$ cat config.mk
export PLATFORM = sky130hd
export DESIGN_NAME = i2cmt_ctrl
export DESIGN_NICKNAME = d
export VERILOG_FILES = /design/src/logic/i2cmt_pkg.sv /design/src/logic/i2cmt_line_if.sv /design/src/logic/i2cmt_bit_timer.sv /design/src/logic/i2cmt_bus_monitor.sv /design/src/logic/i2cmt_ctrl.sv
export SDC_FILE = /design/constraint.sdc
export NUM_CORES = 1
export LEC_CHECK = 0
export ABC_AREA = 1
export ABC_CLOCK_PERIOD_IN_PS = 1860
export BUFFER_PORTS_ARGS = -buffer_cell sky130_fd_sc_hd__buf_2
export CORE_ASPECT_RATIO = 1.75
export CORE_MARGIN = 4
export CORE_UTILIZATION = 60
export DETAILED_ROUTE_END_ITERATION = 10
export PLACE_DENSITY = 0.79
export SLEW_MARGIN = 20
export SYNTH_ARGS = -nofsm -noshare
export SYNTH_HDL_FRONTEND = slang
export SYNTH_HIERARCHICAL = 1
export SYNTH_SLANG_ARGS = --single-unit
export TNS_END_PERCENT = 100
$ cat constraint.sdc
create_clock -name CLK_SYS_I -period 1.86 [get_ports CLK_SYS_I]
set_clock_uncertainty 0.05 [all_clocks]
set_input_delay 0.465 -clock CLK_SYS_I [delete_from_list [all_inputs] [get_ports CLK_SYS_I]]
set_output_delay 0.465 -clock CLK_SYS_I [all_outputs]
set_load 0.05 [all_outputs]
$ cat src/logic/i2cmt_pkg.sv
// package: register map, control bit positions, status codes and timing for
// the two-wire controller-transmitter. assumes 8-bit registers on a plain port.
package i2cmt_pkg;
   // ----------------------------------------------------------------
   // register offsets
   // ----------------------------------------------------------------
   localparam logic [1:0] ADDR_CONTROL = 2'h0;
   localparam logic [1:0] ADDR_STATUS = 2'h1;
   localparam logic [1:0] ADDR_DATA = 2'h2;
   // ----------------------------------------------------------------
   // twowire_control bit positions
   // ----------------------------------------------------------------
   localparam int CTL_DONE = 7;
   localparam int CTL_ACKEN = 6;
   localparam int CTL_START = 5;
   localparam int CTL_STOP = 4;
   localparam int CTL_WCOL = 3;
   localparam int CTL_ENABLE = 2;
   localparam int CTL_IRQEN = 0;
   localparam logic [7:0] CONTROL_RESET = 8'h00;
   localparam logic [7:0] DATA_RESET = 8'hff;
   // ----------------------------------------------------------------
   // status codes, prescaler bits zero
   // ----------------------------------------------------------------
   localparam logic [7:0] ST_START = 8'h08;
   localparam logic [7:0] ST_RSTART = 8'h10;
   localparam logic [7:0] ST_ADDR_ACK = 8'h18;
   localparam logic [7:0] ST_ADDR_NACK = 8'h20;
   localparam logic [7:0] ST_DATA_ACK = 8'h28;
   localparam logic [7:0] ST_DATA_NACK = 8'h30;
   localparam logic [7:0] ST_ARB_LOST = 8'h38;
   localparam logic [7:0] ST_IDLE = 8'hf8;
   localparam logic [7:0] STATUS_MASK = 8'hf8;
   // ----------------------------------------------------------------
   // timing
   // ----------------------------------------------------------------
   localparam int CLK_PERIOD_NS = 10;
   localparam int HALF_BIT_NS = 2500;
   localparam int HALF_BIT_CYCLES = (HALF_BIT_NS + CLK_PERIOD_NS - 1) / CLK_PERIOD_NS;
   localparam int BUS_FREE_NS = 4700;
   localparam int BUS_FREE_CYCLES = (BUS_FREE_NS + CLK_PERIOD_NS - 1) / CLK_PERIOD_NS;
   localparam int BIT_COUNT_RESET = 0;
endpackage

$ cat src/logic/i2cmt_line_if.sv
// interface: synchronised bus lines and bus-free indication between modules.
// assumes both ends on CLK_SYS_I.
`timescale 1ns/10ps
`default_nettype none
interface i2cmt_line_if;
   logic scl;
   logic sda;
   logic bus_busy;
   modport mon (output scl, output sda, output bus_busy);
   modport ctl (input scl, input sda, input bus_busy);
endinterface
`default_nettype wire

$ cat src/logic/i2cmt_bit_timer.sv
// bit timer: counts half bit periods and pulses when one has elapsed.
// held at zero while clear_i is high, which is how idle, hold and waiting on a busy bus freeze it.
`timescale 1ns/10ps
`default_nettype none
module i2cmt_bit_timer
   import i2cmt_pkg::*;
#(
   parameter int HALF_CYCLES = HALF_BIT_CYCLES
)
(
   input wire logic clk_i,
   input wire logic reset_n_i,
   input wire logic clear_i,
   output logic tick_o
);
   typedef struct packed {
      logic [15:0] count;
      logic tick;
   } i2cmt_tmr_type;
   i2cmt_tmr_type r;
   i2cmt_tmr_type next_r;

   always_comb begin
      next_r = r;
      next_r.tick = 1'b0;
      if (clear_i) begin
         next_r.count = 16'h0000;
      end else if (r.count == 16'(HALF_CYCLES - 1)) begin
         next_r.count = 16'h0000;
         next_r.tick = 1'b1;
      end else begin
         next_r.count = r.count + 16'h0001;
      end
   end

   always_ff @(posedge clk_i or negedge reset_n_i) begin
      if (!reset_n_i) begin
         r <= '0;
      end else begin
         r <= next_r;
      end
   end

   assign tick_o = r.tick;
endmodule
`default_nettype wire

$ cat src/logic/i2cmt_bus_monitor.sv
// bus monitor: two-flop synchronises both lines and tracks START/STOP to
// tell whether the bus is owned by anyone. assumes raw pin levels as inputs.
`timescale 1ns/10ps
`default_nettype none
module i2cmt_bus_monitor
   import i2cmt_pkg::*;
(
   input wire logic clk_i,
   input wire logic reset_n_i,
   input wire logic scl_i,
   input wire logic sda_i,
   i2cmt_line_if.mon line
);
   typedef struct packed {
      logic [1:0] scl_meta;
      logic [1:0] sda_meta;
      logic scl_prev;
      logic sda_prev;
      logic busy;
   } i2cmt_mon_type;
   i2cmt_mon_type r;
   i2cmt_mon_type next_r;

   always_comb begin
      next_r = r;
      next_r.scl_meta = {r.scl_meta[0], scl_i};
      next_r.sda_meta = {r.sda_meta[0], sda_i};
      next_r.scl_prev = r.scl_meta[1];
      next_r.sda_prev = r.sda_meta[1];
      // sda falling with scl high is a start, rising is a stop
      if (r.scl_meta[1] && r.scl_prev && r.sda_prev && !r.sda_meta[1]) begin
         next_r.busy = 1'b1;
      end else if (r.scl_meta[1] && r.scl_prev && !r.sda_prev && r.sda_meta[1]) begin
         next_r.busy = 1'b0;
      end
   end

   always_ff @(posedge clk_i or negedge reset_n_i) begin
      if (!reset_n_i) begin
         r <= '{scl_meta: 2'h3, sda_meta: 2'h3, scl_prev: 1'b1, sda_prev: 1'b1, busy: 1'b0};
      end else begin
         r <= next_r;
      end
   end

   assign line.scl = r.scl_meta[1];
   assign line.sda = r.sda_meta[1];
   assign line.bus_busy = r.busy;
endmodule
`default_nettype wire

$ cat src/logic/i2cmt_ctrl.sv
// top: two-wire controller-transmitter with control, status and data registers
// on a plain port. assumes open-drain pins resolved outside; oe high drives low.
`timescale 1ns/10ps
`default_nettype none
//
// Function
// software keeps enable set; cleared enable produces no bus activity
// software starts with done=1, start=1, stop=0, enable=1
// start request waits for idle bus before driving START
// after START, set done flag and report 0x08
// software loads address-write then clears flag with start/stop zero
// writing one clears done flag and resumes; zero leaves it
// after address byte report 0x18 ack, 0x20 nack, 0x38 lost
// software writes data register only while done flag is high
// data write while flag low is dropped and sets write collision
// after data byte report 0x28 ack or 0x30 nack
// continuing in 0x18..0x30 sends loaded byte and samples acknowledge
// software ends with done=1, start=0, stop=1, enable=1
// clearing with stop sends STOP and self-clears stop request
// software requests repeated start with start=1, stop=0
// clearing with start during owned transfer sends repeated START
// after repeated START report 0x10 and keep bus ownership
// in 0x10 the loaded address is sent; read bit enters receive mode
// clearing with start and stop sends STOP, then START, clears stop
// arbitration loss in address or data byte reports 0x38 with flag
// in 0x38 continuing without start releases bus, not addressed
// in 0x38 continuing with start waits for free bus, then START
// status codes assume prescaler bits zero; software masks them
// while done flag set the transfer stays suspended, scl held low; code releases scl in 0x38
// done flag with interrupt enable raises request until cleared
module i2cmt_ctrl
   import i2cmt_pkg::*;
#(
   parameter int HALF_CYCLES = HALF_BIT_CYCLES
)
(
   input wire logic CLK_SYS_I,
   input wire logic RESET_N_I,
   input wire logic [1:0] ADDR_I,
   input wire logic [7:0] WDATA_I,
   input wire logic WR_I,
   input wire logic RD_I,
   output logic [7:0] RDATA_O,
   input wire logic SCL_I,
   output logic SCL_O,
   output logic SCL_OE_O,
   input wire logic SDA_I,
   output logic SDA_O,
   output logic SDA_OE_O,
   output logic RECEIVE_MODE_O,
   output logic IRQ_O
);
   typedef enum logic [3:0] {
      S_IDLE, S_WAIT_FREE, S_START_A, S_START_B, S_HOLD,
      S_BIT_LOW, S_BIT_HIGH, S_STOP_A, S_STOP_B, S_STOP_C, S_RS_A
   } i2cmt_state_type;

   typedef struct packed {
      i2cmt_state_type state;
      logic [7:0] control;
      logic [7:0] status;
      logic [7:0] data;
      logic [7:0] shift;
      logic [3:0] bit_cnt;
      logic addr_phase;
      logic restart_after_stop;
      logic owned;
      logic scl_oe;
      logic sda_oe;
      logic [7:0] rdata;
      logic rx_mode;
      logic irq;
   } i2cmt_reg_type;

   i2cmt_reg_type r;
   i2cmt_reg_type next_r;
   i2cmt_line_if line ();
   logic tick;
   logic timer_clear;

   i2cmt_bus_monitor u_mon (
      .clk_i(CLK_SYS_I),
      .reset_n_i(RESET_N_I),
      .scl_i(SCL_I),
      .sda_i(SDA_I),
      .line(line)
   );

   i2cmt_bit_timer #(.HALF_CYCLES(HALF_CYCLES)) u_tmr (
      .clk_i(CLK_SYS_I),
      .reset_n_i(RESET_N_I),
      .clear_i(timer_clear),
      .tick_o(tick)
   );

   // timer frozen while parked or idle so each phase starts a full half bit
   assign timer_clear = (r.state == S_IDLE) || (r.state == S_HOLD) ||
                        (r.state == S_WAIT_FREE && line.bus_busy && !r.owned);

   function automatic logic [7:0] rd_mux(input logic [1:0] a, input i2cmt_reg_type s);
      unique case (a)
         ADDR_CONTROL: rd_mux = s.control;
         ADDR_STATUS: rd_mux = s.status;
         ADDR_DATA: rd_mux = s.data;
         default: rd_mux = 8'h00;
      endcase
   endfunction

   always_comb begin
      next_r = r;
      next_r.rdata = RD_I ? rd_mux(ADDR_I, r) : 8'h00;
      // ----------------------------------------------------------------
      // register writes
      // ----------------------------------------------------------------
      if (WR_I && ADDR_I == ADDR_CONTROL) begin
         next_r.control[CTL_ACKEN] = WDATA_I[CTL_ACKEN];
         next_r.control[CTL_START] = WDATA_I[CTL_START];
         next_r.control[CTL_STOP] = WDATA_I[CTL_STOP];
         next_r.control[CTL_ENABLE] = WDATA_I[CTL_ENABLE];
         next_r.control[CTL_IRQEN] = WDATA_I[CTL_IRQEN];
         // write one clears
         if (WDATA_I[CTL_DONE]) begin
            next_r.control[CTL_DONE] = 1'b0;
         end
         if (!WDATA_I[CTL_WCOL] && r.control[CTL_WCOL]) begin
            next_r.control[CTL_WCOL] = 1'b0;
         end
      end
      if (WR_I && ADDR_I == ADDR_DATA) begin
         // collision drop
         if (r.control[CTL_DONE]) begin
            next_r.data = WDATA_I;
         end else begin
            next_r.control[CTL_WCOL] = 1'b1;
         end
      end
      // ----------------------------------------------------------------
      // bus sequencer
      // ----------------------------------------------------------------
      unique case (r.state)
         S_IDLE: begin
            // enable gates activity
            if (r.control[CTL_ENABLE] && r.control[CTL_START] && !r.control[CTL_DONE]) begin
               next_r.state = S_WAIT_FREE;
            end
         end
         S_WAIT_FREE: begin
            // wait for idle bus; an owned bus is busy only because of our own start
            if ((!line.bus_busy || r.owned) && tick) begin
               next_r.sda_oe = 1'b1;
               next_r.state = S_START_A;
            end
         end
         S_START_A: begin
            if (tick) begin
               next_r.scl_oe = 1'b1;
               next_r.owned = 1'b1;
               next_r.state = S_START_B;
            end
         end
         S_START_B: begin
            // start done, 0x08; repeated start 0x10
            next_r.status = r.owned && r.restart_after_stop ? ST_RSTART : ST_START;
            next_r.status = (r.status == ST_IDLE || r.status == ST_ARB_LOST) ? ST_START : next_r.status;
            next_r.restart_after_stop = 1'b0;
            next_r.control[CTL_DONE] = 1'b1;
            next_r.addr_phase = 1'b1;
            next_r.state = S_HOLD;
         end
         S_HOLD: begin
            // scl stays low while flag set, except after arbitration loss (0x38), where it is released
            if (!r.control[CTL_DONE] && !(WR_I && ADDR_I == ADDR_CONTROL)) begin
               if (!r.control[CTL_ENABLE]) begin
                  next_r.scl_oe = 1'b0;
                  next_r.sda_oe = 1'b0;
                  next_r.owned = 1'b0;
                  next_r.status = ST_IDLE;
                  next_r.state = S_IDLE;
               end else if (r.status == ST_ARB_LOST) begin
                  // release, optionally retry
                  next_r.owned = 1'b0;
                  next_r.status = ST_IDLE;
                  next_r.state = r.control[CTL_START] ? S_WAIT_FREE : S_IDLE;
               end else if (r.control[CTL_STOP]) begin
                  // stop first
                  next_r.sda_oe = 1'b1;
                  next_r.state = S_STOP_A;
               end else if (r.control[CTL_START] && r.status != ST_START && r.status != ST_RSTART) begin
                  // repeated start, bus kept
                  next_r.sda_oe = 1'b0;
                  next_r.restart_after_stop = 1'b1;
                  next_r.state = S_RS_A;
               end else begin
                  // send loaded byte
                  next_r.addr_phase = (r.status == ST_START || r.status == ST_RSTART);
                  next_r.shift = r.data;
                  next_r.bit_cnt = 4'h0;
                  next_r.sda_oe = ~r.data[7];
                  next_r.state = S_BIT_LOW;
               end
            end
         end
         S_BIT_LOW: begin
            // sda moves a cycle after scl falls, never beside it, so no false start or stop
            next_r.sda_oe = (r.bit_cnt == 4'h8) ? 1'b0 : ~r.shift[7];
            if (tick) begin
               next_r.scl_oe = 1'b0;
               next_r.state = S_BIT_HIGH;
            end
         end
         S_BIT_HIGH: begin
            // wait for scl high so a stretching target is honoured
            if (tick && line.scl) begin
               next_r.scl_oe = 1'b1;
               if (r.bit_cnt == 4'h8) begin
                  next_r.sda_oe = 1'b0;
                  next_r.control[CTL_DONE] = 1'b1;
                  // ack status
                  if (r.addr_phase) begin
                     next_r.status = line.sda ? ST_ADDR_NACK : ST_ADDR_ACK;
                     next_r.rx_mode = r.shift[7];
                  end else begin
                     next_r.status = line.sda ? ST_DATA_NACK : ST_DATA_ACK;
                  end
                  next_r.state = S_HOLD;
               end else if (!r.sda_oe && !line.sda) begin
                  // arbitration lost
                  next_r.scl_oe = 1'b0;
                  next_r.sda_oe = 1'b0;
                  next_r.status = ST_ARB_LOST;
                  next_r.control[CTL_DONE] = 1'b1;
                  next_r.state = S_HOLD;
               end else begin
                  next_r.bit_cnt = r.bit_cnt + 4'h1;
                  next_r.shift = (r.bit_cnt == 4'h7) ? r.shift : {r.shift[6:0], 1'b0};
                  next_r.state = S_BIT_LOW;
               end
            end
         end
         S_RS_A: begin
            if (tick) begin
               next_r.scl_oe = 1'b0;
               next_r.state = S_WAIT_FREE;
            end
         end
         S_STOP_A: begin
            if (tick) begin
               next_r.scl_oe = 1'b0;
               next_r.state = S_STOP_B;
            end
         end
         S_STOP_B: begin
            if (tick && line.scl) begin
               next_r.sda_oe = 1'b0;
               next_r.state = S_STOP_C;
            end
         end
         S_STOP_C: begin
            next_r.control[CTL_STOP] = 1'b0;
            next_r.owned = 1'b0;
            next_r.status = ST_IDLE;
            next_r.state = r.control[CTL_START] ? S_WAIT_FREE : S_IDLE;
         end
      endcase
      // request follows flag
      next_r.irq = next_r.control[CTL_DONE] && next_r.control[CTL_IRQEN];
   end

   always_ff @(posedge CLK_SYS_I or negedge RESET_N_I) begin
      if (!RESET_N_I) begin
         r <= '{state: S_IDLE, control: CONTROL_RESET, status: ST_IDLE, data: DATA_RESET, shift: 8'h00,
                bit_cnt: 4'h0, addr_phase: 1'b0, restart_after_stop: 1'b0, owned: 1'b0, scl_oe: 1'b0,
                sda_oe: 1'b0, rdata: 8'h00, rx_mode: 1'b0, irq: 1'b0};
      end else begin
         r <= next_r;
      end
   end

   assign RDATA_O = r.rdata;
   assign SCL_O = 1'b0;
   assign SDA_O = 1'b0;
   assign SCL_OE_O = r.scl_oe;
   assign SDA_OE_O = r.sda_oe;
   assign RECEIVE_MODE_O = r.rx_mode;
   assign IRQ_O = r.irq;

   // ----------------------------------------------------------------
   // checks
   // ----------------------------------------------------------------
   AST_COLLISION: assert property (@(posedge CLK_SYS_I) disable iff (!RESET_N_I)
      (WR_I && ADDR_I == ADDR_DATA && !r.control[CTL_DONE]) |=> (r.control[CTL_WCOL] && $stable(r.data)))
      else $error("data write with flag low not dropped");
   AST_CLEAR: assert property (@(posedge CLK_SYS_I) disable iff (!RESET_N_I)
      (WR_I && ADDR_I == ADDR_CONTROL && !WDATA_I[CTL_DONE] && r.control[CTL_DONE] && r.state == S_HOLD)
      |=> r.control[CTL_DONE])
      else $error("writing zero changed done flag");
   AST_HOLD_LOW: assert property (@(posedge CLK_SYS_I) disable iff (!RESET_N_I)
      (r.state == S_HOLD && r.status != ST_ARB_LOST) |-> r.scl_oe)
      else $error("scl released while suspended");
   AST_START_CODE: assert property (@(posedge CLK_SYS_I) disable iff (!RESET_N_I)
      (r.state == S_START_B && !r.restart_after_stop) |=> (r.status == ST_START && r.control[CTL_DONE]))
      else $error("start status wrong");
   AST_IDLE_WAIT: assert property (@(posedge CLK_SYS_I) disable iff (!RESET_N_I)
      (r.state == S_WAIT_FREE && line.bus_busy && !r.owned) |=> !r.sda_oe)
      else $error("start driven on busy bus");
   AST_STOP_SELF: assert property (@(posedge CLK_SYS_I) disable iff (!RESET_N_I)
      (r.state == S_STOP_C) |=> (!r.control[CTL_STOP] && !r.owned))
      else $error("stop request not self cleared");
   AST_IRQ: assert property (@(posedge CLK_SYS_I) disable iff (!RESET_N_I)
      IRQ_O |-> $past(r.control[CTL_DONE]) || r.control[CTL_DONE])
      else $error("irq without done flag");
   AST_ARB: assert property (@(posedge CLK_SYS_I) disable iff (!RESET_N_I)
      (r.state == S_BIT_HIGH && tick && line.scl && r.bit_cnt != 4'h8 && !r.sda_oe && !line.sda)
      |=> (r.status == ST_ARB_LOST && r.control[CTL_DONE] && !r.scl_oe))
      else $error("arbitration loss not reported");
   AST_ENABLE: assert property (@(posedge CLK_SYS_I) disable iff (!RESET_N_I)
      (r.state == S_IDLE && !r.control[CTL_ENABLE]) |=> (r.state == S_IDLE))
      else $error("activity with interface disabled");
endmodule
`default_nettype wire

==> flow_metrics.py, run 1 <==
metrics = {
    "setup_path": {
        "regToRegStartpoint": "r[54]$_DFFE_PN0P_",
        "cp-start-kind": "register",
        "crit_end": "r[24]$_DFFE_PN0P_",
        "crit_path_start": "r[54]$_DFFE_PN0P_",
        "cp_max_fo": 10,
        "r2r_setup_slack_ns": 0.1,
        "rr_worst_depth": 8,
        "worstPathRequired_ns": 2.04,
        "cp.arrival_ns": 1.95,
        "r2r_end": "r[24]$_DFFE_PN0P_",
        "worstSetupPathType": "register to register",
        "critPathCaptureType": "register",
    },
    "cells_and_area": {
        "layoutNonFillerInstCount": 658,
        "fillCellCount": 561,
        "diodes": 0,
        "area_growth_pct": 12.0,
        "final_util_pct": 69.9,
        "layout.nets": 592,
        "layout-drive-gt1-share_pct": 20.3,
    },
    "sta": {
        "final.min_clock_period_ns": 1.76,
        "final-max-slew-violation-count": 0,
        "fin_tns_setup_ns": 0,
        "hold_viol_final": 0,
        "rsz0062_at_grt": "false",
        "setup_viol": 0,
        "period_share_pct": 94.7,
        "timing.final.ws_setup_ns": 0.0987,
        "fmax_mhz": 568,
    },
    "clock_tree": {
        "post_cts_buffers": 0,
        "htree_levels": 3,
        "root_buffer": "clkbuf_16",
        "numCtsBuffers": 9,
        "clock_path_buffers": 2,
        "clkLatencyLatePin_ns": 0.34,
        "clk_pin_slew_worst_paths_ns": 0.06,
        "cts_resized": 0,
        "tritoncts": "done",
        "cts_hold_buf": 0,
        "cts_sinks": 74,
    },
    "die": {
        "die_area_um2": 8350,
        "core_um2": 6640,
        "io_pins": 30,
        "start_util_pct": 62.4,
        "die_h_um": 118,
        "fp.dieW_um": 70.8,
        "rows": 39,
    },
    "global_route": {
        "overflow": 0,
        "grtUsageTotal_pct": 25.7,
        "grt_pass1_wl_um": 16700,
        "grt_max_degree": 75,
        "grt_pass1_vias": 3780,
        "antenna_found_initial": 0,
    },
    "synthesis": {
        "ys_types": 37,
        "ys.warnings.count": 6,
        "netlist_top_cells_area": "dfrtp_1, nand2_1, dfstp_2, nand3_1, nor2_1",
        "ys_seq_area_share_pct": 45.3,
        "avgSynthCellArea_um2": 7.71,
        "synth_cells": 537,
        "synth_top_area_share_pct": 33.8,
        "synth.largest_area_cell": "dfrtp_1",
        "syn_area_um2": 4140,
        "synth-seq-cells": 74,
    },
    "placed_design": {
        "routabilityCongestion": 0.991,
        "placedCellCount": 642,
        "io_buffers": 27,
        "hpwl_um": 7640,
        "post-place-ws_ns": 0.144,
    },
    "route": {
        "avgViaCountPerCell": 5.57,
        "drtIter0Drc": 281,
        "drcViolationCount": 0,
        "routed_wl_um": 10100,
        "vias": 3664,
        "ant_nets": 0,
        "wire_per_inst_um": 15.3,
        "first_pass_iters": 5,
    },
    "job": {
        "max_cap_violations": 0,
    },
    "power": {
        "power_density_nw_per_um2": 1390,
        "power_leakage_nw": 2.32,
        "vdd.ir_drop.worst_mv": 1.12,
    },
    "hold_path": {
        "hold_path_class": "primary input to asynchronous set/reset pin",
    },
    "outcome": {
        "status": "complete, no violations",
    },
}
synthesized netlist by cell type:
library cell    n
or3_1           1
nand3_2         4
and2_1          1
nor2_1         51
nor2_2         10
nor2_8          1
buf_2           5
o21ai_0        24
nand2_4         5
nand2_1       179
nor3b_1         1
nor2b_2         1
or2_1           1
dfrtp_1        56
nand4_1        15
a31oi_1         1
o21a_1          1
conb_1          1
nand3_1        46
mux2_2          4
inv_2           3
nor3_1          1
and2_0          1
xnor2_1         3
a21oi_1         7
ha_1            5
buf_1           1
dfstp_2        18
inv_1          47
xor2_1          5
o21ai_1         8
buf_4          10
clkbuf_1        2
or2_2           1
nand3_4         1
nand2_2         8
nor2_4          8
metal layers:
metal	global-route usage (%)	vias to the layer above	share of wire (%)
met5	0	-	0
met4	22.2	0	7.2
met3	3.59	46	3.4
met2	46.5	125	55
met1	24.1	1728	35
li1	-	1765	-
through the flow:
| step | total power [mW] | cell area [µm²] | hold slack, ns |
|---|---|---|---|
| after floorplan | 4.24 | 4140 | 0.119 |
| final | 6.42 | 4640 | 0.113 |
| after global placement | 4.86 | 4380 | 0.296 |
| after global routing | 6.89 | 4640 | 0.146 |
| after CTS | 6.44 | 4640 | 0.130 |
| after detailed placement | 4.89 | 4380 | 0.299 |
flip-flops by register name, summed over array words and instances, names as in the netlist:
name	count
u_mon/next_r	2
RDATA_O	8
u_mon/r	2
RECEIVE_MODE_O	1
SCL_OE_O	1
u_mon/line.bus_busy	1
IRQ_O	1
u_tmr/r	16
u_tmr/tick_o	1
SDA_OE_O	1
u_mon/line.sda	1
r	38
u_mon/line.scl	1
worst min-delay path by stage:
stage                                          end  slack [ns]  cells past startpoint
after floorplan                    IRQ_O$_DFF_PN0_        0.12                      0
after global placement    u_mon/line.scl$_DFF_PN1_        0.30                      0
after detailed placement  u_mon/line.scl$_DFF_PN1_        0.30                      0
after CTS                     RDATA_O[4]$_DFF_PN0_        0.13                      2
after global routing             r[47]$_DFFE_PN0P_        0.15                      2
final                         RDATA_O[4]$_DFF_PN0_        0.11                      2
cells by family after synthesis:
logic type | synth area share [%]
and+or+nand+nor | 38.1
DFF | 45.3
buffers and inverters | 7.22
AOI/OAI and AO/OA | 5.05
xor gates and xnor gates | 1.69
adders and majority gates | 1.51
muxes | 1.09
other | 0.0906
cells in the final DEF (no fill, tap or decap), types with 5 or more instances in the layout:
master / Yosys / layout
ha_1: 5 / 5
clkbuf_16: 0 / 9
dfstp_2: 18 / 18
inv_1: 47 / 47
o21ai_1: 8 / 8
nand2_2: 8 / 8
nand2_1: 179 / 179
nor2_2: 10 / 10
nand2_4: 5 / 5
buf_2: 5 / 27
xor2_1: 5 / 5
nor2_4: 8 / 8
dfrtp_1: 56 / 56
buf_4: 10 / 12
nand3_1: 46 / 46
o21ai_0: 24 / 24
a21oi_1: 7 / 7
nor2_1: 51 / 51
nand4_1: 15 / 15
worst max-delay path: stages, from the launching register on:
cell and delay [ns]:
dfrtp_1 0.47, inv_2 0.15, nand2_4 0.10, nor2_4 0.21
nand4_1 0.20, nand2_4 0.20, nand3_4 0.14, nand2_1 0.10
nand2_1 0.05
layout make-up:
class | count | area (µm²) | area share [%]
clock inverters | 4 | 20.0 | 0.432
inverters | 50 | 188 | 4.05
multi-input cells | 396 | 1970 | 42.5
well taps | 82 | 103 | 2.21
clock buffers | 12 | 236 | 5.10
flip-flops and latches | 74 | 1870 | 40.4
repair buffers | 40 | 245 | 5.29
where the power goes:
part / total [mW] / switching, mW / internal [mW]
logic: 2.37 / 1.58 / 0.786
clock network: 1.53 / 0.635 / 0.893
registers: 2.53 / 0.398 / 2.13
total: 6.42 / 2.61 / 3.81
No activity file was read; power rests on OpenSTA's default activity.
==> inputs of run 2 (changes only) <==
ABC_AREA = 0   (was 1)
PLACE_DENSITY = 0.8   (was 0.79)
==> run 2 against run 1 <==
  * The flow now finishes with violations (negative setup slack)
  * Cell area up 13%
  * Synthesized cell count down 30%
  * Cell count down 15%
  * Clock power shrank 22%
  * Via count decreased by 7.9%
  * Die area decreased by 4.3%
  * Non-clock buffer count up 70
  * Combinational power is 81% lower
  * Sequential cell count unchanged
  * Critical path depth decreased by 2
  * Largest cell class unchanged
  * Power decreased by 45%
==> flow_metrics.py, run 2 <==
metrics = {
    "setup_path": {
        "critPathCaptureType": "register",
        "crit_path_start": "r[52]$_DFFE_PN0P_",
        "r2r_setup_slack_ns": -0.21,
        "worstPathRequired_ns": 2.05,
        "rr_worst_depth": 6,
        "cp-start-kind": "register",
        "crit_end": "r[21]$_DFFE_PN0P_",
        "r2r_end": "r[21]$_DFFE_PN0P_",
        "cp.arrival_ns": 2.25,
        "cp_max_fo": 8,
        "regToRegStartpoint": "r[52]$_DFFE_PN0P_",
        "worstSetupPathType": "register to register",
    },
    "die": {
        "io_pins": 30,
        "start_util_pct": 62.9,
        "fp.dieW_um": 69.3,
        "die_area_um2": 7990,
        "die_h_um": 115,
        "core_um2": 6280,
        "rows": 38,
    },
    "route": {
        "dr.max_layer_used": "met4",
        "avgViaCountPerCell": 6.04,
        "wl_met1_um": 4030,
        "dr_wl_met3_um": 436,
        "first_pass_iters": 4,
        "drcViolationCount": 0,
        "ant_nets": 0,
        "wire_per_inst_um": 20.6,
        "wl_met2_um": 6250,
        "drtIter0Drc": 235,
        "routed_wl_um": 11500,
        "vias": 3376,
    },
    "synthesis": {
        "avgSynthCellArea_um2": 10.5,
        "synth_top_area_share_pct": 35.5,
        "ys_types": 66,
        "synth_common_cells": "dfrtp_1, nor2_1, nand2_1",
        "yosysMostFrequentCell": "dfrtp_1",
        "ys.warnings.count": 6,
        "synth_cells": 374,
        "ys_seq_area_share_pct": 47.5,
        "synth.largest_area_cell": "dfrtp_1",
        "syn_area_um2": 3950,
        "synth-seq-cells": 74,
        "async_flop_share_pct": 100,
        "synth-edff-count": 0,
        "netlist_top_cells_area": "dfrtp_1, dfstp_2, mux2_2, nor2_1, mux2i_1",
        "synthFlopType": "dfrtp_1",
    },
    "outcome": {
        "violations": "negative setup slack",
        "status": "finished, violations left",
    },
    "global_route": {
        "grt_pass1_wl_um": 17600,
        "grtUsageTotal_pct": 28.7,
        "grt_pass1_vias": 3593,
        "antenna_found_initial": 0,
        "overflow": 0,
        "grt_max_degree": 34,
    },
    "power": {
        "power_leakage_nw": 2.40,
        "power_density_nw_per_um2": 676,
        "comb_power_share_pct": 13.1,
        "power_frac_seq_pct": 53.3,
        "swShare_pct": 26.9,
        "power_mw": 3.53,
        "power_frac_clock_pct": 33.6,
        "vdd.ir_drop.worst_mv": 0.803,
        "intPower_mw": 2.58,
        "power_switching_mw": 0.948,
    },
    "sta": {
        "whs_ns": 0.0362,
        "setup_viol": 24,
        "period_share_pct": 111,
        "hold_viol_final": 0,
        "rsz0062_at_grt": "true",
        "final.min_clock_period_ns": 2.07,
        "worst_pin_slew_ns": 0.540,
        "fmax_mhz": 484,
        "final-max-slew-violation-count": 0,
        "timing.final.ws_setup_ns": -0.207,
        "relSlewSlack_pct": 64.0,
    },
    "hold_path": {
        "hold_path_class": "primary input to asynchronous set/reset pin",
    },
    "clock_tree": {
        "clkLatencyLatePin_ns": 0.36,
        "clk_pin_slew_worst_paths_ns": 0.08,
        "cts_sinks": 74,
        "clock_path_buffers": 2,
        "tritoncts": "done",
        "htree_levels": 3,
        "cts_hold_buf": 0,
        "numCtsBuffers": 9,
        "root_buffer": "clkbuf_8",
    },
    "placed_design": {
        "io_buffers": 27,
        "post-place-ws_ns": -0.240,
        "hpwl_um": 7460,
        "routabilityCongestion": 0.977,
    },
    "cells_and_area": {
        "final_cell_mix": "buf_4, dfrtp_1, nor2_1",
        "layout.nets": 495,
        "layout_commonest_cell": "buf_4",
        "final_util_pct": 83.2,
        "area_growth_pct": 32.4,
        "diodes": 0,
        "layout-drive-gt1-share_pct": 47.0,
        "regMostFlops": "r",
        "largest_reg_flops": 38,
    },
    "job": {
        "max_cap_violations": 0,
    },
}
-- run 2: worst max-delay path, cell delays in order, from the launching register on --
cell and delay [ns]:
dfrtp_2 0.45, nor4b_4 0.38, nand3b_4 0.14, o22a_4 0.22, nor3_4 0.23, buf_12 0.17, mux2_4 0.31
-- run 2: cells by family after synthesis --
| kind of cell | after synthesis | synth area share [%] |
|---|---|---|
| and+or+nand+nor | 142 | 20.3 |
| DFF | 74 | 47.5 |
| AOI/OAI and AO/OA | 62 | 10.5 |
| muxes | 43 | 12.6 |
| buffers and inverters | 33 | 4.31 |
| xor gates and xnor gates | 14 | 3.11 |
| adders and majority gates | 5 | 1.59 |
| other | 1 | 0.0951 |
-- run 2: layout make-up --
class / instances / area, µm²
clock inverters: 2 / 12.5
clock buffers: 14 / 173
flip-flops and latches: 74 / 1880
multi-input cells: 268 / 2150
well taps: 80 / 100
inverters: 11 / 43.8
fillers: 356 / 1050
repair buffers: 110 / 867
-- run 2: worst min path at each step --
stage	end	slack, ns	cells after the start
3_5_place_dp	u_mon/line.scl$_DFF_PN1_	0.30	0
3_3_place_gp	u_mon/line.sda$_DFF_PN1_	0.30	0
6_report	r[16]$_DFFE_PN0P_	0.04	1
2_1_floorplan	IRQ_O$_DFF_PN0_	0.12	0
4_1_cts	r[13]$_DFFE_PN0P_	0.05	1
5_1_grt	r[16]$_DFFE_PN0P_	0.06	1
-- run 2: per-layer routing --
layer  vias up  track usage, %
li1       1517               -
met2       116            51.3
met4         0            22.7
met1      1688            29.2
met5         -               0
met3        55            4.90
-- run 2: what timing repair did --
action                                  in CTS  in global routing
gates resized for setup                     30                 37
gates cloned                                 0                  1
endpoints found under the setup margin      19                 39
pin swaps                                   11                 14
setup buffers                               14                 13
-- run 2: metrics by stage --
step,setup TNS [ns],instance area [µm²],std cells
floorplan,-1.98,4000,375
global route,-3.77,5220,559
finish,-2.45,5220,559
global placement,-2.20,4560,518
detailed placement,-2.58,4560,518
CTS,-1.86,4950,547
-- run 2: power by group through the flow --
stage | Clock [mW] | Combinational (mW) | Sequential (mW)
finish | 1.19 | 0.461 | 1.88
global route | 1.29 | 0.502 | 1.89
CTS | 1.20 | 0.448 | 1.87
detailed placement | 0 | 0.432 | 1.90
global placement | 0 | 0.419 | 1.89
floorplan | 0 | 0.302 | 1.86
==> inputs of run 3 (changes only) <==
SYNTH_HIERARCHICAL = default   (was 1)
==> run 3 against run 2 <==
  * The flow still finishes with violations (negative setup slack)
  * Synthesized area shrank 0.86%
  * Worst hold slack improved by 0.0076 ns
  * Non-clock buffer count unchanged
  * Critical path depth is 2 higher
  * Power rose to 2.6 times the previous value
  * Combinational power rose to 11 times the previous value
  * Register-to-register slack got worse by 0.12 ns
==> flow_metrics.py, run 3 <==
metrics = {
    "outcome": {
        "status": "finished, violations left",
        "violations": "negative setup slack",
    },
    "synthesis": {
        "ys.warnings.count": 0,
        "synth_common_cells": "dfrtp_1, nand2_1, nor2_1",
        "synthFlopType": "dfrtp_1",
        "synth_top_area_share_pct": 35.8,
        "yosysMostFrequentCell": "dfrtp_1",
        "async_flop_share_pct": 100,
        "ys_types": 59,
        "synth.largest_area_cell": "dfrtp_1",
        "synth_cells": 397,
        "syn_area_um2": 3910,
        "ys_seq_area_share_pct": 47.9,
        "avgSynthCellArea_um2": 9.85,
        "synth-edff-count": 0,
        "netlist_top_cells_area": "dfrtp_1, dfstp_2, mux2_2, nand2_1, nor2_1",
        "synth-seq-cells": 74,
    },
    "power": {
        "power_mw": 9.15,
        "power_frac_clock_pct": 14.2,
        "power_switching_mw": 3.82,
        "swShare_pct": 41.7,
        "intPower_mw": 5.33,
        "comb_power_share_pct": 57.4,
        "power_density_nw_per_um2": 1690,
        "power_frac_seq_pct": 28.4,
        "vdd.ir_drop.worst_mv": 1.20,
        "power_leakage_nw": 2.38,
    },
    "clock_tree": {
        "numCtsBuffers": 9,
        "cts_sinks": 74,
        "clkLatencyLatePin_ns": 0.37,
        "clk_pin_slew_worst_paths_ns": 0.08,
        "root_buffer": "clkbuf_8",
        "clock_path_buffers": 2,
        "htree_levels": 3,
        "tritoncts": "done",
        "cts_hold_buf": 0,
    },
    "die": {
        "start_util_pct": 62.3,
        "io_pins": 30,
        "core_um2": 6280,
        "fp.dieW_um": 69.0,
        "die_area_um2": 7920,
        "die_h_um": 115,
        "rows": 38,
    },
    "route": {
        "routed_wl_um": 13300,
        "drcViolationCount": 0,
        "first_pass_iters": 5,
        "drtIter0Drc": 310,
        "vias": 3734,
        "avgViaCountPerCell": 6.47,
        "ant_nets": 0,
        "wire_per_inst_um": 23.1,
    },
    "placed_design": {
        "routabilityCongestion": 1.07,
        "io_buffers": 27,
        "hpwl_um": 7030,
        "placedCellCount": 536,
    },
    "global_route": {
        "overflow": 0,
        "grtUsageTotal_pct": 30.9,
        "grt_pass1_wl_um": 18800,
        "antenna_found_initial": 0,
        "grt_max_degree": 75,
        "grt_pass1_vias": 3749,
    },
    "setup_path": {
        "crit_slowest_cell": "dfstp_2",
        "worstPathRequired_ns": 2.13,
        "cp.arrival_ns": 2.46,
        "crit_end": "r[39]$_DFFE_PN1P_",
        "crit_path_start": "r[38]$_DFFE_PN1P_",
        "cp_max_fo": 3,
        "cp-start-kind": "register",
        "cp_slowest_stage_delay_ns": 0.59,
        "cp.depth": 8,
        "worstPathCellList": "buf_6, nand4b_1, buf_6, a211oi_4, buf_6, o221ai_4, a311oi_2, a21o_2",
        "critPathTopFamily": "compound AO/OA/AOI/OAI gates",
        "worstSetupPathType": "register to register",
        "r2r_end": "r[39]$_DFFE_PN1P_",
        "r2r_setup_slack_ns": -0.33,
        "path_buf_inv": 3,
        "critPathCaptureType": "register",
        "cp_common_cell": "buf_6",
        "rr_worst_depth": 8,
        "regToRegStartpoint": "r[38]$_DFFE_PN1P_",
    },
    "sta": {
        "hold_viol_final": 0,
        "whs_ns": 0.0438,
        "final.min_clock_period_ns": 2.19,
        "setup_viol": 39,
        "period_share_pct": 118,
        "rsz0062_at_grt": "true",
        "final-max-slew-violation-count": 0,
        "timing.final.ws_setup_ns": -0.331,
        "fmax_mhz": 456,
    },
    "cells_and_area": {
        "layout_commonest_cell": "buf_4",
        "fillCellCount": 312,
        "layout-drive-gt1-share_pct": 47.7,
        "diodes": 0,
        "area_growth_pct": 38.4,
        "largest_reg_flops": 38,
        "layoutNonFillerInstCount": 577,
        "regMostFlops": "r",
        "final_cell_mix": "buf_4, dfrtp_1, nand2_1",
        "layout.nets": 513,
    },
    "hold_path": {
        "hold_path_class": "primary input to asynchronous set/reset pin",
    },
    "job": {
        "max_cap_violations": 0,
    },
}
## run 3: cell types whose count changed in the layout (fill, tap and decap cells not counted), moves of 5 or more
| cell | previous run | this run |
|---|---|---|
| buf_4 | 67 | 62 |
| buf_6 | 11 | 16 |
| mux2_2 | 21 | 14 |
| nand2_1 | 24 | 47 |
| nor2_1 | 37 | 22 |
| nor2_4 | 1 | 14 |
| nor2b_1 | 2 | 9 |
## run 3: repair_timing
item	CTS	global route
pin swaps	22	29
endpoints found under the setup margin	36	42
resized for setup	59	63
buffers inserted	17	9
cloned	1	1
## run 3: cells by family after synthesis
| kind of cell | synth area share, % |
|---|---|
| muxes | 9.25 |
| buffers and inverters | 4.64 |
| adders and majority gates | 1.60 |
| xor gates and xnor gates | 3.36 |
| DFF | 47.9 |
| and+or+nand+nor | 21.9 |
| other | 0.0959 |
| AOI/OAI and AO/OA | 11.2 |
## run 3: per-stage QoR
step / TNS, ns / util, % / instance area (µm²) / setup WS [ns]
finish: -4.88 / 86.2 / 5410 / -0.331
global route: -7.00 / 86.2 / 5410 / -0.375
CTS: -1.66 / 80.9 / 5070 / -0.129
detailed placement: -4.63 / 71.8 / 4500 / -0.379
global placement: -3.23 / 71.8 / 4500 / -0.239
floorplan: -1.19 / - / 3950 / -0.170
## run 3: worst min-delay path by stage
stage | to | start
6_report | RDATA_O[4]$_DFF_PN0_ | RESET_N_I
2_1_floorplan | IRQ_O$_DFF_PN0_ | RESET_N_I
4_1_cts | RDATA_O[4]$_DFF_PN0_ | RESET_N_I
3_5_place_dp | u_mon.line.scl$_DFF_PN1_ | u_mon.next_r[6]$_DFF_PN1_
3_3_place_gp | u_mon.line.scl$_DFF_PN1_ | u_mon.next_r[6]$_DFF_PN1_
5_1_grt | RDATA_O[4]$_DFF_PN0_ | RESET_N_I
## run 3: layer usage
metal / global-route usage (%) / vias up / wire length [µm]
met5: 0 / - / 0
met4: 25.0 / 0 / 1180
met3: 6.21 / 99 / 847
met2: 55.9 / 230 / 7000
met1: 30.1 / 1835 / 4310
li1: - / 1570 / -
## run 3: cell type report
class	count	area (µm²)	area share (%)
Clock buffer	10	138	2.54
Inverter	9	33.8	0.624
Tap cell	80	100	1.85
Multi-Input combinational cell	288	2330	43.0
Timing Repair Buffer	110	873	16.1
Clock inverter	6	63.8	1.18
Sequential cell	74	1880	34.7
## run 3: power by group through the flow
stage	Sequential (mW)	Combinational, mW	Clock, mW
after floorplan	2.48	2.09	0
after global placement	2.51	3.22	0
after detailed placement	2.53	3.33	0
after CTS	2.52	4.30	1.29
after global routing	2.63	5.50	1.36
final	2.60	5.25	1.30
